==> config.mk <==
export PLATFORM = sky130hd
export DESIGN_NAME = usbep_ctrl
export DESIGN_NICKNAME = d
export VERILOG_FILES = /design/src/core/usbep_pkg.sv /design/src/core/usbep_ctrl.sv /design/src/core/usbep_gate.sv
export SDC_FILE = /design/constraint.sdc
export NUM_CORES = 1
export LEC_CHECK = 0
export ABC_AREA = 1
export BUFFER_PORTS_ARGS = -buffer_cell sky130_fd_sc_hd__buf_2
export CAP_MARGIN = 25
export CORE_MARGIN = 2
export CORE_UTILIZATION = 45
export CTS_BUF_LIST = sky130_fd_sc_hd__clkbuf_16
export DETAILED_ROUTE_END_ITERATION = 12
export PLACE_DENSITY = 0.68
export SLEW_MARGIN = 5
export SYNTH_ARGS = -nofsm -noshare
export SYNTH_HDL_FRONTEND = slang
export SYNTH_SLANG_ARGS = --single-unit
export TNS_END_PERCENT = 50
==> constraint.sdc <==
create_clock -name clk -period 1.57 [get_ports clk]
set_input_delay 0.0785 -clock clk [delete_from_list [all_inputs] [get_ports clk]]
set_output_delay 0.0785 -clock clk [all_outputs]
set_load 0.02 [all_outputs]
==> src/core/usbep_pkg.sv <==
// constants and types for the usb endpoint control block
// Contract
// - host ep0 direct low-speed else hub preamble
// - host ep0 retry-disable stops automatic nak retry
// - both directions: disable bit refuses setup transfers
// - disable bit ignored unless tx and rx
// - out accepted only while receive enabled
// - in serviced only while transmit enabled
// - stall sets flag, reads zero otherwise; here a register write with bit 1 set also sets the flag
// - handshakes only while handshake enable set
// - bits 31-8 and 5 read zero
package usbep_pkg;
    localparam int EP_COUNT = 16;
    localparam int ADDR_W = 8;
    // register byte addresses
    localparam logic [7:0] EP_BASE_OFF = 8'h00;
    localparam logic [7:0] STATUS_OFF = 8'h40;
    localparam logic [7:0] MASK_OFF = 8'h44;
    // endpoint control field positions
    localparam int LOW_SPEED_DIRECT_BIT = 7;
    localparam int RETRY_DIS_BIT = 6;
    localparam int CTL_DIS_BIT = 4;
    localparam int RX_EN_BIT = 3;
    localparam int TX_EN_BIT = 2;
    localparam int STALL_BIT = 1;
    localparam int HSHK_BIT = 0;
    localparam logic [7:0] EP_IMPL_MASK = 8'hDF;
    localparam logic [7:0] EP_RESET = 8'h00;
    // event status bits
    localparam int EVT_W = 3;
    localparam int EVT_STALL = 0;
    localparam int EVT_REFUSE = 1;
    localparam int EVT_NAKSTOP = 2;
    localparam logic [EVT_W-1:0] EVT_RESET = 3'h0;
    localparam logic [EVT_W-1:0] MASK_RESET = 3'h0;
    localparam logic [1:0] RESP_OKAY = 2'h0;
    localparam logic [1:0] RESP_SLVERR = 2'h2;
    typedef enum logic [1:0] {TOK_OUT, TOK_IN, TOK_SETUP} usbep_token_e;
endpackage : usbep_pkg

==> src/core/usbep_ctrl.sv <==
// endpoint control registers, token admission and axi4-lite slave
//
// The address map and register access over AXI4-Lite are this design's own decisions.
`timescale 1ns/1ps
module usbep_ctrl (
    input wire logic clk, // 25 MHz clock
    input wire logic reset, // sync reset, active high
    input wire logic [7:0] awaddr, // write address
    input wire logic awvalid, // write address valid
    output logic awready, // write address ready
    input wire logic [31:0] wdata, // write data
    input wire logic [3:0] wstrb, // write byte strobes
    input wire logic wvalid, // write data valid
    output logic wready, // write data ready
    output logic [1:0] bresp, // write response
    output logic bvalid, // write response valid
    input wire logic bready, // write response ready
    input wire logic [7:0] araddr, // read address
    input wire logic arvalid, // read address valid
    output logic arready, // read address ready
    output logic [31:0] rdata, // read data
    output logic [1:0] rresp, // read response
    output logic rvalid, // read data valid
    input wire logic rready, // read data ready
    input wire logic hostMode, // module acts as usb host
    input wire logic lowSpeedTarget, // host talks to a low-speed device
    input wire logic tokenValid, // token pulse
    input usbep_pkg::usbep_token_e tokenKind, // token type
    input wire logic [3:0] tokenEp, // token endpoint
    input wire logic stallReq, // protocol engine stalls stallEp
    input wire logic [3:0] stallEp, // endpoint being stalled
    input wire logic nakSeen, // host: nak received on ep0
    output logic respValid, // decision pulse
    output logic respAccept, // transfer admitted
    output logic respHandshake, // handshake phase used
    output logic respStall, // answer with stall handshake
    output logic preambleReq, // send preamble through hub
    output logic retryReq, // reissue nak'd transaction
    output logic irq // level interrupt
);
    logic [7:0] epCtrl [usbep_pkg::EP_COUNT];
    logic [usbep_pkg::EVT_W-1:0] evtStatus;
    logic [usbep_pkg::EVT_W-1:0] evtMask;
    logic [usbep_pkg::EVT_W-1:0] evtSet;
    logic [usbep_pkg::EP_COUNT-1:0] stallSet;
    logic [7:0] tokCtrl;
    logic [7:0] ep0;
    logic gateAccept;
    logic gateHshk;
    logic refused;
    logic wrFire;
    logic rdFire;
    logic wrIsEp;
    logic rdIsEp;
    logic [3:0] wrIdx;
    logic [3:0] rdIdx;
    logic wrMapped;
    logic rdMapped;
    logic statusRead;
    logic [31:0] next_rdata;

    assign ep0 = epCtrl[0];
    assign tokCtrl = epCtrl[tokenEp];

    usbep_gate uGate (
        .ctrl(tokCtrl),
        .kind(tokenKind),
        .accept(gateAccept),
        .handshake(gateHshk)
    );

    assign refused = tokenValid && !gateAccept;

    // address decode; low two bits are ignored, registers are word aligned
    assign wrIsEp = (awaddr[7:6] == usbep_pkg::EP_BASE_OFF[7:6]);
    assign rdIsEp = (araddr[7:6] == usbep_pkg::EP_BASE_OFF[7:6]);
    assign wrIdx = awaddr[5:2];
    assign rdIdx = araddr[5:2];
    assign wrMapped = wrIsEp
        || (awaddr[7:2] == usbep_pkg::STATUS_OFF[7:2])
        || (awaddr[7:2] == usbep_pkg::MASK_OFF[7:2]);
    assign rdMapped = rdIsEp
        || (araddr[7:2] == usbep_pkg::STATUS_OFF[7:2])
        || (araddr[7:2] == usbep_pkg::MASK_OFF[7:2]);

    // both channels are taken together, so one fire covers address and data
    assign wrFire = awvalid && awready;
    assign rdFire = arvalid && arready;
    assign statusRead = rdFire && (araddr[7:2] == usbep_pkg::STATUS_OFF[7:2]);

    always_ff @(posedge clk)
    begin
        if (reset)
        begin
            awready <= 1'b0;
            wready <= 1'b0;
        end
        else
        begin
            awready <= awvalid && wvalid && !awready && !bvalid;
            wready <= awvalid && wvalid && !awready && !bvalid;
        end
    end

    always_ff @(posedge clk)
    begin
        if (reset)
        begin
            bvalid <= 1'b0;
            bresp <= usbep_pkg::RESP_OKAY;
        end
        else if (wrFire)
        begin
            bvalid <= 1'b1;
            bresp <= wrMapped ? usbep_pkg::RESP_OKAY : usbep_pkg::RESP_SLVERR;
        end
        else if (bready)
        begin
            bvalid <= 1'b0;
        end
    end

    always_ff @(posedge clk)
    begin
        if (reset)
        begin
            arready <= 1'b0;
        end
        else
        begin
            arready <= arvalid && !arready && !rvalid;
        end
    end

    always_comb
    begin
        next_rdata = 32'h0000_0000;
        if (rdIsEp)
        begin
            next_rdata[7:0] = epCtrl[rdIdx] & usbep_pkg::EP_IMPL_MASK;
        end
        else if (araddr[7:2] == usbep_pkg::STATUS_OFF[7:2])
        begin
            next_rdata[usbep_pkg::EVT_W-1:0] = evtStatus;
        end
        else if (araddr[7:2] == usbep_pkg::MASK_OFF[7:2])
        begin
            next_rdata[usbep_pkg::EVT_W-1:0] = evtMask;
        end
    end

    always_ff @(posedge clk)
    begin
        if (reset)
        begin
            rvalid <= 1'b0;
            rdata <= 32'h0000_0000;
            rresp <= usbep_pkg::RESP_OKAY;
        end
        else if (rdFire)
        begin
            rvalid <= 1'b1;
            rdata <= next_rdata;
            rresp <= rdMapped ? usbep_pkg::RESP_OKAY : usbep_pkg::RESP_SLVERR;
        end
        else if (rready)
        begin
            rvalid <= 1'b0;
        end
    end

    // a refused token with handshakes on is answered by stall
    for (genvar i = 0; i < usbep_pkg::EP_COUNT; i++)
    begin : gEp
        assign stallSet[i] = (stallReq && stallEp == i)
            || (refused && gateHshk && tokenEp == i);

        always_ff @(posedge clk)
        begin
            if (reset)
            begin
                epCtrl[i] <= usbep_pkg::EP_RESET;
            end
            else
            begin
                if (wrFire && wrIsEp && wrIdx == i && wstrb[0])
                begin
                    epCtrl[i] <= wdata[7:0] & usbep_pkg::EP_IMPL_MASK;
                end
                // hardware set wins over a software clear in the same cycle
                if (stallSet[i])
                begin
                    epCtrl[i][usbep_pkg::STALL_BIT] <= 1'b1;
                end
            end
        end
    end

    // token answer, one cycle after the token
    always_ff @(posedge clk)
    begin
        if (reset)
        begin
            respValid <= 1'b0;
            respAccept <= 1'b0;
            respHandshake <= 1'b0;
            respStall <= 1'b0;
        end
        else
        begin
            respValid <= tokenValid;
            respAccept <= tokenValid && gateAccept;
            respHandshake <= tokenValid && gateHshk;
            respStall <= refused && gateHshk;
        end
    end

    // host-only ep0 options; meaningless in device mode so gated off there
    always_ff @(posedge clk)
    begin
        if (reset)
        begin
            preambleReq <= 1'b0;
            retryReq <= 1'b0;
        end
        else
        begin
            preambleReq <= hostMode && tokenValid && tokenEp == 4'h0
                && lowSpeedTarget && !ep0[usbep_pkg::LOW_SPEED_DIRECT_BIT];
            retryReq <= hostMode && nakSeen && !ep0[usbep_pkg::RETRY_DIS_BIT];
        end
    end

    assign evtSet[usbep_pkg::EVT_STALL] = |stallSet;
    assign evtSet[usbep_pkg::EVT_REFUSE] = refused;
    assign evtSet[usbep_pkg::EVT_NAKSTOP] = hostMode && nakSeen
        && ep0[usbep_pkg::RETRY_DIS_BIT];

    // read of status clears it; a new event in that cycle survives
    always_ff @(posedge clk)
    begin
        if (reset)
        begin
            evtStatus <= usbep_pkg::EVT_RESET;
        end
        else if (statusRead)
        begin
            evtStatus <= evtSet;
        end
        else
        begin
            evtStatus <= evtStatus | evtSet;
        end
    end

    always_ff @(posedge clk)
    begin
        if (reset)
        begin
            evtMask <= usbep_pkg::MASK_RESET;
        end
        else if (wrFire && wstrb[0] && awaddr[7:2] == usbep_pkg::MASK_OFF[7:2])
        begin
            evtMask <= wdata[usbep_pkg::EVT_W-1:0];
        end
    end

    always_ff @(posedge clk)
    begin
        if (reset)
        begin
            irq <= 1'b0;
        end
        else
        begin
            irq <= |(evtStatus & evtMask);
        end
    end
endmodule : usbep_ctrl

==> src/core/usbep_gate.sv <==
// per-token admission decision for one endpoint control value
`timescale 1ns/1ps
module usbep_gate (
    input wire logic [7:0] ctrl, // endpoint control value
    input usbep_pkg::usbep_token_e kind, // token type
    output logic accept, // transfer allowed
    output logic handshake // handshake phase used
);
    logic rxEn;
    logic txEn;
    logic bothDir;

    assign rxEn = ctrl[usbep_pkg::RX_EN_BIT];
    assign txEn = ctrl[usbep_pkg::TX_EN_BIT];
    assign bothDir = rxEn && txEn;
    assign handshake = ctrl[usbep_pkg::HSHK_BIT];

    always_comb
    begin
        case (kind)
            usbep_pkg::TOK_OUT: accept = rxEn;
            usbep_pkg::TOK_IN: accept = txEn;
            usbep_pkg::TOK_SETUP:
                accept = rxEn && !(bothDir && ctrl[usbep_pkg::CTL_DIS_BIT]);
            default: accept = 1'b0;
        endcase
    end
endmodule : usbep_gate

# After elaboration in Yosys (flattened, before gate mapping)
# Memories as Yosys holds them, arrays and structs flattened.
# Index checks and enable logic that the tools add are counted.
[word_totals]
regBits = 29
ramBits = 112
in_bits = 74
out_inout_bits = 48
elab_cells = 371
memories = 1
[op_classes]
n_eq_ne = 51
mux = 142
bitwise = 34
reduce_logical = 127
[mem_list]
columns = ["memory", "words", "word_bits", "rd", "rd_clocked_by_memory_dff", "write_ports", "line", "rtl"]
rows = [
  ["epCtrl", 16, 7, 3, 0, 16, "usbep_ctrl.sv:41", "logic [7:0] epCtrl [usbep_pkg::EP_COUNT];"],
]
[ops]
columns = ["cell", "n"]
rows = [
  ["$mux W1", 118],
  ["$mux W7", 16],
  ["$eq A4 B4 Y1 const B", 24],
  ["$logic_and A1 B1 Y1", 89],
  ["$eq A4 B3 Y1 const B", 12],
  ["$or A1 B1 Y1", 32],
  ["$eq A4 B2 Y1 const B", 6],
  ["$eq A6 B5 Y1 const B", 4],
  ["$logic_or A1 B1 Y1", 20],
  ["$reduce_or A16 Y1", 1],
  ["$eq A4 B1 Y1 const B", 3],
  ["$logic_not A4 Y1", 3],
  ["$mux W3", 4],
  ["$logic_not A1 Y1", 8],
  ["$logic_not A2 Y1", 3],
  ["$mux W5", 1],
  ["$mux W2", 2],
  ["$reduce_bool A2 Y1", 2],
  ["$and A3 B3 Y3", 1],
  ["$or A3 B3 Y3", 1],
  ["$pmux W1 S3", 1],
  ["$reduce_or A3 Y1", 1],
  ["$eq A2 B1 Y1 const B", 1],
  ["$eq A2 B2 Y1 const B", 1],
]

# Logic depth before layout (Yosys ltp)
# Gate-level depths: netlist of the first run.
# An unclocked memory read counts as a cell.
[depth]
depth_word = 15
mapped_depth = 20
mapped_depth_nobuf = 18

# By module
# From an unflattened synthesis of the first run, not the netlist that was laid out.
[hier_totals]
hier_cells = 1064
area_unflattened_um2 = 8042.7
[modules_own_cells]
columns = ["mod", "instances", "cells_each", "area_each_um2", "seq_area_each_um2"]
rows = [
  ["usbep_ctrl", 1, 1056, 8003.9, 3883.7],
  ["usbep_gate", 1, 8, 38.8, 0.0],
]

# Worst setup path before layout of the first run
# Ideal clock, no wire load.
[synth_path]
path_kind = "register -> register"
start = "register wready (netlist name)"
end = "memory epCtrl[0][0] (netlist name), enable pin"
setup_time_ps = 314
arrival_ps = 1483
required_ps = 1256
slack_ps = -227
stages_incl_launch_ff = 7
path_buffers = 0
synth_period_minus_slack_ps = 1797
cell_sequence = "dfxtp_1 nand2_1 inv_1 nand2_1 nor3_1 a21oi_1 inv_1"
[synth_rtl]
columns = ["item", "line"]
rows = [
  ["to (decl)", "usbep_ctrl.sv:41"],
]

==> results of run 1 <==
==> Yosys cell counts, drive strengths merged <==
cell / count
nor3: 10
dfxtp: 26
a221oi: 10
o221ai: 6
nor3b: 1
o21a: 2
a32o: 3
buf: 36
nand3: 33
nand2: 189
nand4: 23
conb: 1
nor2: 180
o32ai: 1
edfxtp: 112
a22oi: 11
o211ai: 3
nor4: 1
and3: 2
inv: 103
a21oi: 34
o22ai: 19
clkinv: 1
o21ai: 86
clkbuf: 32
a31oi: 3
==> how the worst min path moves through the flow <==
| stage | depth (start not counted) | start | slack, ps | to |
|---|---|---|---|---|
| after global placement | 3 | wvalid | 310 | wready |
| after global routing | 4 | hostMode | 70 | preambleReq |
| after CTS | 4 | hostMode | 10 | preambleReq |
| after floorplan | 1 | reset | 160 | respValid |
| after detailed placement | 3 | wvalid | 310 | wready |
| final | 4 | hostMode | 40 | preambleReq |
==> state kept, by name (all words and copies together) (netlist names) <==
signal         flops
respAccept         1
respValid          1
bresp              1
rvalid             1
irq                1
epCtrl           112
rresp              1
wready             1
arready            1
rdata              7
bvalid             1
evtStatus          3
respStall          1
preambleReq        1
retryReq           1
respHandshake      1
evtMask            3
==> cell type report <==
cell class	instances	area [µm²]	area share, %
multi-input cells	646	3210	32.3
clock inverters	14	100	1.01
inverters	104	392	3.95
well taps	220	275	2.78
clock buffers	17	425	4.29
flip-flops and latches	138	3880	39.2
repair buffers	207	1630	16.4
==> worst register-to-register path, delay by kind of cell (launching register included) <==
kind | cells | cell delay [ps]
buffers and inverters | 1 | 40
flip-flops | 1 | 430
AND/OR/NAND/NOR | 15 | 1490
==> cell families after synthesis <==
| group | after synthesis | share of synthesized area, % |
|---|---|---|
| buf+inv | 172 | 10.4 |
| simple gates | 439 | 24.1 |
| flops | 138 | 51.6 |
| compound gates | 178 | 13.8 |
| other cells | 1 | 0.0498 |
==> metrics by stage <==
step | power [mW] | instance area, µm²
after global routing | 9.36 | 9910
after global placement | 5.39 | 8970
final | 9.10 | 9910
after detailed placement | 5.41 | 8970
after floorplan | 4.89 | 7670
after CTS | 9.08 | 9750
==> layer usage <==
layer | vias to the layer above | track usage, % | part of all wire (%)
li1 | 3454 | - | -
met1 | 3387 | 37.6 | 40
met2 | 368 | 45.7 | 48
met3 | 59 | 4.64 | 8.6
met4 | 0 | 11.8 | 3.0
met5 | - | 0 | 0
==> power breakdown <==
part | leakage (nW) | total [mW] | internal, mW | switching, mW
registers | 1.35 | 4.15 | 4.08 | 0.0673
logic | 2.85 | 1.32 | 0.483 | 0.835
clock network | 0.256 | 3.64 | 2.01 | 1.62
total | 4.46 | 9.10 | 6.57 | 2.53
==> repair_timing <==
item / CTS / global route
hold buffers: 12 / 0
pin swaps: 25 / 17
gates cloned: 2 / 0
resized for setup: 38 / 47
buffers inserted: 6 / 4
hold endpoints to repair: 9 / 0
endpoints found under the setup margin: 134 / 194
==> impl_summary.log, run 1 <==
[metrics] global router's overall resource usage: between 20% and 30%
[metrics] launching point of the worst reg2reg path: epCtrl[5][2]
[metrics] CP Buf/Inv Count: 1
[metrics] final count of pins violating max slew: 0
[metrics] class of the most critical hold timing path: in2reg
[metrics] WP data arrival: ~2400 ps
[metrics] VDD IR max: 0.763 mV
[metrics] R2R depth: 16
[metrics] drt total wl: ~25000 µm
[metrics] drc violations: 0
[metrics] fill cell instance count of the final layout: 1477
[metrics] required time at the endpoint of the critical path: 1900 ps
[metrics] Slew headroom: around 58%
[metrics] Critical Path Sink Type: flip-flop
[metrics] endpoint of the worst setup timing path: evtStatus[0]
[metrics] FMAX: approximately 480 MHz
[metrics] worst hold margin: ~37 ps
[metrics] maximum number of pins on one net before global-route repair: between 50 and 60
[metrics] final estimated routing congestion in global placement: 0.958
[metrics] cell with the largest stage delay on the worst path: sky130_fd_sc_hd__edfxtp_1
[metrics] failing checks: setup timing
[metrics] fin worst setup slack: -492 ps
[metrics] number of violations reported at the end of detailed-routing iteration 0: between 800 and 900
[metrics] endpoints failing hold: 0
[metrics] Place WS: -595 ps
[metrics] core utilization of the finished layout: 60.2%
[metrics] Root Buffer Master: sky130_fd_sc_hd__clkbuf_16
[metrics] Worst path max stage delay: 430 ps
[metrics] first-pass GRT wire length: 37400 µm
[metrics] height of the die: roughly 130 µm
[metrics] setup total negative slack: -11360 ps
[metrics] number of antenna violations at the first check in global routing: 0
[metrics] commonest cells after routing, fill and taps aside: sky130_fd_sc_hd__nand2_1, sky130_fd_sc_hd__nor2_1, sky130_fd_sc_hd__edfxtp_1, sky130_fd_sc_hd__buf_4, sky130_fd_sc_hd__inv_1
[metrics] largest area contributor in the synthesized netlist: sky130_fd_sc_hd__edfxtp_1
[metrics] initial core utilization: a little under half
[metrics] number of buffers inserted during clock tree synthesis: 17
[metrics] buffer depth of the longest clock path: 2
[metrics] number of synthesis warnings: 0
[metrics] most area-consuming cells after synthesis: sky130_fd_sc_hd__edfxtp_1, sky130_fd_sc_hd__nand2_1, sky130_fd_sc_hd__nor2_1
[metrics] max-cap violations: 0
[metrics] sequential cell area fraction in the yosys report: 51.6%
[metrics] Final ANT Viol Nets: 0
[metrics] floorplan core area: ~16000 µm²
[metrics] Skew-Pair Late Insertion Delay: 440 ps
[metrics] number of standard cells after synthesis: between 900 and 1000
[metrics] critical-path cell list: nand2_1 -> nand2_1 -> nand2_1 -> nand2_1 -> nand2_1 -> nand4_1 -> nand2_4 -> nand3_4 -> nand4_1 -> nand2_2 -> nor2_2 -> nand2_1 -> nor2_1 -> nand3_1 -> nand2_1 -> inv_1
[metrics] minimum clock period after layout: 2060 ps
[metrics] kind of start point of the critical path: flip-flop
[metrics] count of boundary I/O pins: 122
[metrics] Pwr per Cell Area: between 900 and 1000 nW/µm²
[metrics] DR WL/cell: around 18 µm
[metrics] via count of the routed design: between 7000 and 8000
[metrics] synthesis-stage register bit count: ~140
[metrics] proportion of netlist area held by the largest area contributor: 44.7%
[metrics] via count of the first global-routing pass: roughly 7000
[metrics] final setup skew: between 10 and 15 ps
[metrics] standard-cell row count: 47
[metrics] cell area after synthesis: 7530 µm²
[metrics] number of stages on the worst setup path: 16
[metrics] Via density: 5.40
[metrics] slack of the worst reg-to-reg path: -490 ps
[metrics] unrepaired setup endpoints after global routing: true
[metrics] cell count after placement: approximately 1300
[metrics] final worst path period share: 131%
[metrics] chip width: 133 µm
[metrics] largest delay contributor family on the critical path: simple AND/OR/NAND/NOR gates
[metrics] Setup-failing EPs final: 47
[metrics] clock tree from TritonCTS: yes
[metrics] Max H-tree Level: 4
[metrics] Total Die Area: between 15000 and 20000 µm²
[metrics] # port buffers: 62
[metrics] growth of design area from synthesis to finish: 31.7%
[metrics] Most common cell on crit path: sky130_fd_sc_hd__nand2_1
[metrics] antenna diode count: 0
[metrics] RR Endpoint: evtStatus[0]
[metrics] top fanout value on the critical path: 5
[metrics] detailed-router iteration count before antenna repair: 7
[metrics] # nets final: approximately 1200
[metrics] P_leak: between 4 and 5 nW
[metrics] mean cell area of the mapped netlist: slightly above 8 µm²
[metrics] sink count of the clock tree: 138
[metrics] commonest non-fill, non-tap cell in the layout: sky130_fd_sc_hd__nand2_1
[metrics] clock-pin slew of the registers on the worst-case setup and hold paths: approximately 60 ps
[metrics] timing startpoint of the critical path: epCtrl[5][2]
[metrics] final non-filler cell total: 1346
[metrics] Slew @ Worst Pin: between 600 and 700 ps
[metrics] half-perimeter wire length after placement: approximately 18000 µm
[metrics] GRT overflow: 0
[metrics] run status: finished, violations left
[metrics] number of distinct standard cells referenced by the synthesized netlist: 37
[metrics] start-to-end type of the worst setup path: reg2reg
[metrics] fraction of layout instances using a drive strength above 1: between 20% and 30%
(Power assumes the default switching activity.)
==> run 2, diff against run 1 <==
Settings changed: ABC_AREA 1 to default, MAX_ROUTING_LAYER from default to met4.
==> impl_summary.log, run 2 <==
[metrics] run status: finished, violations left
[metrics] failing checks: setup timing
[metrics] kind of start point of the critical path: flip-flop
[metrics] endpoints failing hold: 0 (unchanged)
[metrics] P_leak: 4.13 nW (-7.3%)
[metrics] synthesis-stage register bit count: 138 (unchanged)
[metrics] via count of the routed design: 6066 (-17%)
[metrics] via count of the first global-routing pass: 6054 (-11%)
[metrics] number of flip-flops in the largest register: 112 (unchanged)
[metrics] # port buffers: 62 (unchanged)
[metrics] slack of the worst reg-to-reg path: -1080 ps (-590 ps)
[metrics] cell count after placement: 977 (-24%)
[metrics] number of standard cells after synthesis: 637 (-31%)
[metrics] Slew @ Worst Pin: 492 ps (-133 ps)
[metrics] commonest cells after routing, fill and taps aside: sky130_fd_sc_hd__edfxtp_1, sky130_fd_sc_hd__buf_4, sky130_fd_sc_hd__and2_1, sky130_fd_sc_hd__buf_2, sky130_fd_sc_hd__mux4_2
[metrics] Layout Cell Area excl Fill: 10300 µm² (+4.0%)
[metrics] RR Endpoint: epCtrl[9][1]
[metrics] Skew-Pair Late Insertion Delay: 420 ps (-20 ps)
[metrics] maximum number of pins on one net before global-route repair: 25 (-52%)
[metrics] unrepaired setup endpoints after global routing: true
[metrics] Total Die Area: 18200 µm² (+2.3%)
[metrics] commonest cells in the netlist: sky130_fd_sc_hd__edfxtp_1, sky130_fd_sc_hd__and2_1, sky130_fd_sc_hd__mux4_2
[metrics] max-cap violations: 0 (unchanged)
[metrics] critical-path cell list: mux4_2 -> nand2b_4 -> and3_4 -> a311oi_4 -> o21ai_4 -> buf_12 -> or4_4 -> nand3b_1
[metrics] drc violations: 0 (unchanged)
[metrics] final setup skew: 7.36 ps (-3.57 ps)
[metrics] proportion of netlist area held by the largest area contributor: 43.6% (-1.0 points)
[metrics] Main synth FF type: sky130_fd_sc_hd__edfxtp_1
[metrics] height of the die: 135 µm (+1.1%)
[metrics] number of distinct standard cells referenced by the synthesized netlist: 60 (+62%)
[metrics] GRT overflow: 0 (unchanged)
[metrics] sequential cell area fraction in the yosys report: 50.4% (-1.2 points)
[metrics] count of boundary I/O pins: 122 (unchanged)
[metrics] chip width: 135 µm (+1.1%)
[metrics] standard-cell row count: 47 (unchanged)
[metrics] setup total negative slack: -62920 ps (-51550 ps)
[metrics] Via density: 5.86 (+8.5%)
[metrics] Pwr per Cell Area: 923 nW/µm² (+0.54%)
[metrics] cell area after synthesis: 7710 µm² (+2.4%)
[metrics] required time at the endpoint of the critical path: 1710 ps (-190 ps)
[metrics] growth of design area from synthesis to finish: 33.7%
[metrics] initial core utilization: 46.3% (+0.59 points)
[metrics] EDFF count, synth: 112 (unchanged)
[metrics] number of violations reported at the end of detailed-routing iteration 0: 549 (-35%)
[metrics] R2R depth: 8 (-8)
[metrics] sink count of the clock tree: 138 (unchanged)
[metrics] floorplan core area: 16600 µm² (+1.1%)
[metrics] Max H-tree Level: 4 (unchanged)
[metrics] most area-consuming cells after synthesis: sky130_fd_sc_hd__edfxtp_1, sky130_fd_sc_hd__mux4_2, sky130_fd_sc_hd__dfxtp_1
[metrics] half-perimeter wire length after placement: 16900 µm (-7.1%)
[metrics] clock-pin slew of the registers on the worst-case setup and hold paths: 60 ps (about the same)
[metrics] Hold Crit Depth: 4 (unchanged)
[metrics] detailed-router iteration count before antenna repair: 5 (-2)
[metrics] CP Buf/Inv Count: 1 (unchanged)
[metrics] first-pass GRT wire length: 34400 µm (-7.9%)
[metrics] final estimated routing congestion in global placement: 0.925 (-3.4%)
[metrics] Root Buffer Master: sky130_fd_sc_hd__clkbuf_16
[metrics] buffer depth of the longest clock path: 2 (unchanged)
[metrics] Largest Register: epCtrl
[metrics] Critical Path Sink Type: flip-flop
[metrics] Place WS: -1160 ps (-563 ps)
[metrics] cell with the largest stage delay on the worst path: sky130_fd_sc_hd__or4_4
[metrics] biggest regs: epCtrl (112), rdata (7)
[metrics] top-count cell post-synth: sky130_fd_sc_hd__edfxtp_1
[metrics] final count of pins violating max slew: 0 (unchanged)
[metrics] worst hold margin: 29.7 ps (-7.54 ps)
[metrics] core utilization of the finished layout: 61.9% (+1.7 points)
[metrics] largest delay contributor family on the critical path: simple AND/OR/NAND/NOR gates
[metrics] fraction of registers with async set/reset: 0% (unchanged)
[metrics] number of buffers inserted during clock tree synthesis: 17 (unchanged)
[metrics] final worst path period share: 169% (+38 points)
[metrics] Slew headroom: 66.9% (+8.6 points)
[metrics] Setup-failing EPs final: 230 (+390%)
[metrics] instance area at placement: 9100 µm² (+1.5%)
[metrics] commonest non-fill, non-tap cell in the layout: sky130_fd_sc_hd__edfxtp_1
[metrics] VDD IR max: 0.738 mV (-3.2%)
[metrics] fraction of layout instances using a drive strength above 1: 43.4% (+18 points)
[metrics] drt total wl: 22900 µm (-7.2%)
[metrics] number of synthesis warnings: 0 (unchanged)
[metrics] Pwr Total: 9.51 mW (+4.5%)
[metrics] start-to-end type of the worst setup path: reg2reg
[metrics] fin worst setup slack: -1080 ps (-591 ps)
[metrics] minimum clock period after layout: 2650 ps (+591 ps)
[metrics] Worst Hold End: wready
[metrics] number of antenna violations at the first check in global routing: 1 (+1)
[metrics] top fanout value on the critical path: 9 (+4)
[metrics] WP data arrival: 2790 ps (+390 ps)
[metrics] global router's overall resource usage: 26.8% (-1.3 points)
[metrics] Worst path max stage delay: 530 ps (+100 ps)
[metrics] clock tree from TritonCTS: yes
[metrics] # nets final: 875 (-26%)
[metrics] DR WL/cell: 22.1 µm (+21%)
[metrics] mean cell area of the mapped netlist: 12.1 µm² (+49%)
[metrics] FMAX: 377 MHz (-22%)
[metrics] launching point of the worst reg2reg path: epCtrl[11][2]
[metrics] launch instance of the worst min-delay path: awvalid
[metrics] Final ANT Viol Nets: 0 (unchanged)
[metrics] class of the most critical hold timing path: in2reg
[metrics] final non-filler cell total: 1035 (-23%)
[metrics] largest area contributor in the synthesized netlist: sky130_fd_sc_hd__edfxtp_1
==> run 2: logic make-up after synthesis <==
kind of cell              Yosys count  synth area share (%)
buffers and inverters              86                  5.86
other                               1                0.0487
xor gates and xnor gates            1                 0.114
AOI/OAI and AO/OA                  83                  8.02
DFF                               138                  50.4
muxes                              68                  16.4
and+or+nand+nor                   260                  19.1
==> run 2: layout make-up <==
cell class              instances  area [µm²]
inverters                      14        62.6
diodes                          1        2.50
well taps                     220         275
clock buffers                  17         425
repair buffers                191        1590
clock inverters                15         159
multi-input cells             439        3900
flip-flops and latches        138        3890
fillers                      1256        6340
==> run 2: where the power goes <==
group | total, mW | internal (mW) | leakage (nW) | switching (mW)
clock network | 3.99 | 2.47 | 0.288 | 1.52
registers | 4.15 | 4.08 | 1.35 | 0.0652
logic | 1.37 | 0.626 | 2.49 | 0.747
==> run 2: metal layers <==
metal | up-vias | routed length [µm] | part of all wire [%] | GRT usage, %
li1 | 2692 | - | - | -
met1 | 3042 | 9000 | 39 | 33.6
met2 | 286 | 11500 | 50 | 42.9
met3 | 46 | 1680 | 7.3 | 4.92
met4 | 0 | 687 | 3.0 | 11.5
met5 | - | 0 | 0 | -
==> run 2: worst max-delay path by stage <==
stage	start	to	slack [ps]	cells past startpoint
floorplan	epCtrl[11][2]	epCtrl[0][1]	-990	8
global placement	epCtrl[11][2]	epCtrl[9][1]	-1100	8
detailed placement	epCtrl[11][2]	epCtrl[9][1]	-1160	8
CTS	epCtrl[14][2]	epCtrl[9][1]	-1080	7
global route	epCtrl[11][2]	epCtrl[9][1]	-1140	8
finish	epCtrl[11][2]	epCtrl[9][1]	-1080	8
==> run 2: timing repair <==
item	CTS	global route
cloned	0	0
setup buffers	6	14
resized for setup	59	41
hold buffers	8	0
pin swaps	34	15
endpoints found under the hold margin	8	0
endpoints found under the setup margin	223	236
==> run 2: tightest hold or removal path, cell delays in order <==
cell and delay [ps]:
sky130_fd_sc_hd__buf_2 110, sky130_fd_sc_hd__buf_4 130, sky130_fd_sc_hd__nand2_1 60, sky130_fd_sc_hd__nor4_1 50
==> run 3, diff against run 2 <==
Settings changed: CORE_ASPECT_RATIO from default to 0.7.
Clock period 1.57 ns to 2.3 ns, I/O delays scaled along.
==> impl_summary.log, run 3 (same netlist as run 2, synthesis figures left out) <==
[metrics] start-to-end type of the worst setup path: reg2reg
[metrics] required time at the endpoint of the critical path: 2470 ps (+760 ps)
[metrics] endpoints failing hold: 0 (unchanged)
[metrics] via count of the first global-routing pass: 5865 (-3.1%)
[metrics] Skew-Pair Late Insertion Delay: 420 ps (about the same)
[metrics] height of the die: 113 µm (-16%)
[metrics] VDD IR max: 0.450 mV (-39%)
[metrics] Total Die Area: 18200 µm² (about the same)
[metrics] final setup skew: 13.3 ps (+5.98 ps)
[metrics] drc violations: 0 (unchanged)
[metrics] Root Buffer Master: sky130_fd_sc_hd__clkbuf_16
[metrics] max-cap violations: 0 (unchanged)
[metrics] Final ANT Viol Nets: 0 (unchanged)
[metrics] drt total wl: 23700 µm (+3.5%)
[metrics] buffer depth of the longest clock path: 2 (unchanged)
[metrics] DR WL/cell: 23.9 µm (+7.8%)
[metrics] Worst path max stage delay: 470 ps (-60 ps)
[metrics] WP data arrival: 2810 ps (+20 ps)
[metrics] kind of start point of the critical path: flip-flop
[metrics] first-pass GRT wire length: 35400 µm (+2.9%)
[metrics] floorplan core area: 16500 µm² (-0.60%)
[metrics] initial core utilization: 46.6% (+0.28 points)
[metrics] biggest regs: epCtrl (112), rdata (7)
[metrics] half-perimeter wire length after placement: 16900 µm (-0.41%)
[metrics] final count of pins violating max slew: 0 (unchanged)
[metrics] standard-cell row count: 39 (-17%)
[metrics] # port buffers: 62 (unchanged)
[metrics] antenna diode count: 0 (-1)
[metrics] Setup-failing EPs final: 33 (-86%)
[metrics] growth of design area from synthesis to finish: 23.0%
[metrics] maximum number of pins on one net before global-route repair: 35 (+40%)
[metrics] CP Buf/Inv Count: 0 (-1)
[metrics] commonest cells after routing, fill and taps aside: sky130_fd_sc_hd__edfxtp_1, sky130_fd_sc_hd__and2_1, sky130_fd_sc_hd__buf_4, sky130_fd_sc_hd__buf_2, sky130_fd_sc_hd__mux4_2
[metrics] chip width: 160 µm (+19%)
[metrics] number of buffers inserted during clock tree synthesis: 17 (unchanged)
[metrics] Max H-tree Level: 4 (unchanged)
[metrics] Slew @ Worst Pin: 692 ps (+200 ps)
[metrics] commonest non-fill, non-tap cell in the layout: sky130_fd_sc_hd__edfxtp_1
[metrics] class of the most critical hold timing path: in2reg
[metrics] fraction of layout instances using a drive strength above 1: 33.6% (-9.8 points)
[metrics] unrepaired setup endpoints after global routing: true
[metrics] Largest Register: epCtrl
[metrics] detailed-router iteration count before antenna repair: 7 (+2)
[metrics] Slew headroom: 53.9% (-13 points)
[metrics] global router's overall resource usage: 27.4% (+0.58 points)
[metrics] Pwr per Cell Area: 706 nW/µm² (-24%)
[metrics] number of violations reported at the end of detailed-routing iteration 0: 902 (+64%)
[metrics] fin worst setup slack: -333 ps (+750 ps)
[metrics] GRT overflow: 0 (unchanged)
[metrics] cell count after placement: 947 (-3.1%)
[metrics] failing checks: setup timing
[metrics] Critical Path Sink Type: flip-flop
[metrics] critical-path cell list: mux4_2 -> mux2_4 -> a22oi_2 -> o22ai_2 -> o21ai_4 -> or3_4 -> or3b_4
[metrics] count of boundary I/O pins: 122 (unchanged)
[metrics] cell with the largest stage delay on the worst path: sky130_fd_sc_hd__mux4_2
[metrics] largest delay contributor family on the critical path: multiplexers
[metrics] run status: finished, violations left
[metrics] final worst path period share: 114% (-55 points)
[metrics] minimum clock period after layout: 2630 ps (-20.5 ps)
[metrics] Via density: 6.02 (+2.8%)
[metrics] sink count of the clock tree: 138 (unchanged)
[metrics] top fanout value on the critical path: 5 (-4)
[metrics] fill cell instance count of the final layout: 1348 (+7.3%)
[metrics] final estimated routing congestion in global placement: 0.934 (+0.94%)
[metrics] final non-filler cell total: 993 (-4.1%)
[metrics] FMAX: 380 MHz (+0.78%)
[metrics] # nets final: 829 (-5.3%)
[metrics] core utilization of the finished layout: 57.3% (-4.6 points)
[metrics] number of antenna violations at the first check in global routing: 1 (unchanged)
[metrics] number of flip-flops in the largest register: 112 (unchanged)
[metrics] clock-pin slew of the registers on the worst-case setup and hold paths: 60 ps (about the same)
[metrics] clock tree from TritonCTS: yes
[metrics] P_leak: 3.78 nW (-8.5%)
[metrics] via count of the routed design: 5980 (-1.4%)
==> run 3: layer usage <==
metal	part of all wire (%)	routed length [µm]	vias up	GRT usage, %
met3	13	3030	29	7.82
met1	41	9800	3003	38.2
met2	44	10500	364	39.7
met5	0	0	-	-
met4	1.5	352	0	6.67
li1	-	-	2584	-
==> run 3: final timing paths <==
check               startpoint       endpoint  slack (ps)  cells past startpoint
setup / recovery  epCtrl[6][2]  epCtrl[12][1]        -330                      7
hold / removal        hostMode    preambleReq           9                      2
setup reg to reg  epCtrl[6][2]  epCtrl[12][1]        -330                      7
hold reg to reg         bvalid         wready         440                      1
==> run 3: per-stage QoR <==
stage / total power [mW] / cell area (µm²) / hold WS (ps) / TNS [ps] / setup slack [ps]
finish: 6.69 / 9480 / 9.48 / -7760 / -333
global route: 6.85 / 9480 / 24.2 / -9540 / -373
CTS: 6.65 / 9400 / 4.42 / -7580 / -355
detailed placement: 3.65 / 8590 / 363 / -9950 / -444
global placement: 3.63 / 8590 / 349 / -9040 / -402
floorplan: 3.36 / 7820 / 233 / -2990 / -261
==> run 3: cell type report <==
class                   instances  area (µm²)  share of cell area, %
clock inverters                15         210                   2.22
multi-input cells             439        3580                   37.8
well taps                     225         282                   2.97
repair buffers                145        1040                   10.9
inverters                      14        52.6                  0.555
flip-flops and latches        138        3880                   41.0
clock buffers                  17         425                   4.49
==> run 3: repair_timing <==
item	in CTS	in global routing
setup buffers	5	2
endpoints found under the hold margin	6	0
hold buffers	8	0
pin swaps	4	26
endpoints found under the setup margin	33	36
cloned	0	1
gates resized for setup	10	15
==> run 3: power by group <==
| part | internal (mW) | switching (mW) | total [mW] |
|---|---|---|---|
| clock network | 1.84 | 1.17 | 3.01 |
| logic | 0.355 | 0.484 | 0.839 |
| registers | 2.79 | 0.0521 | 2.84 |
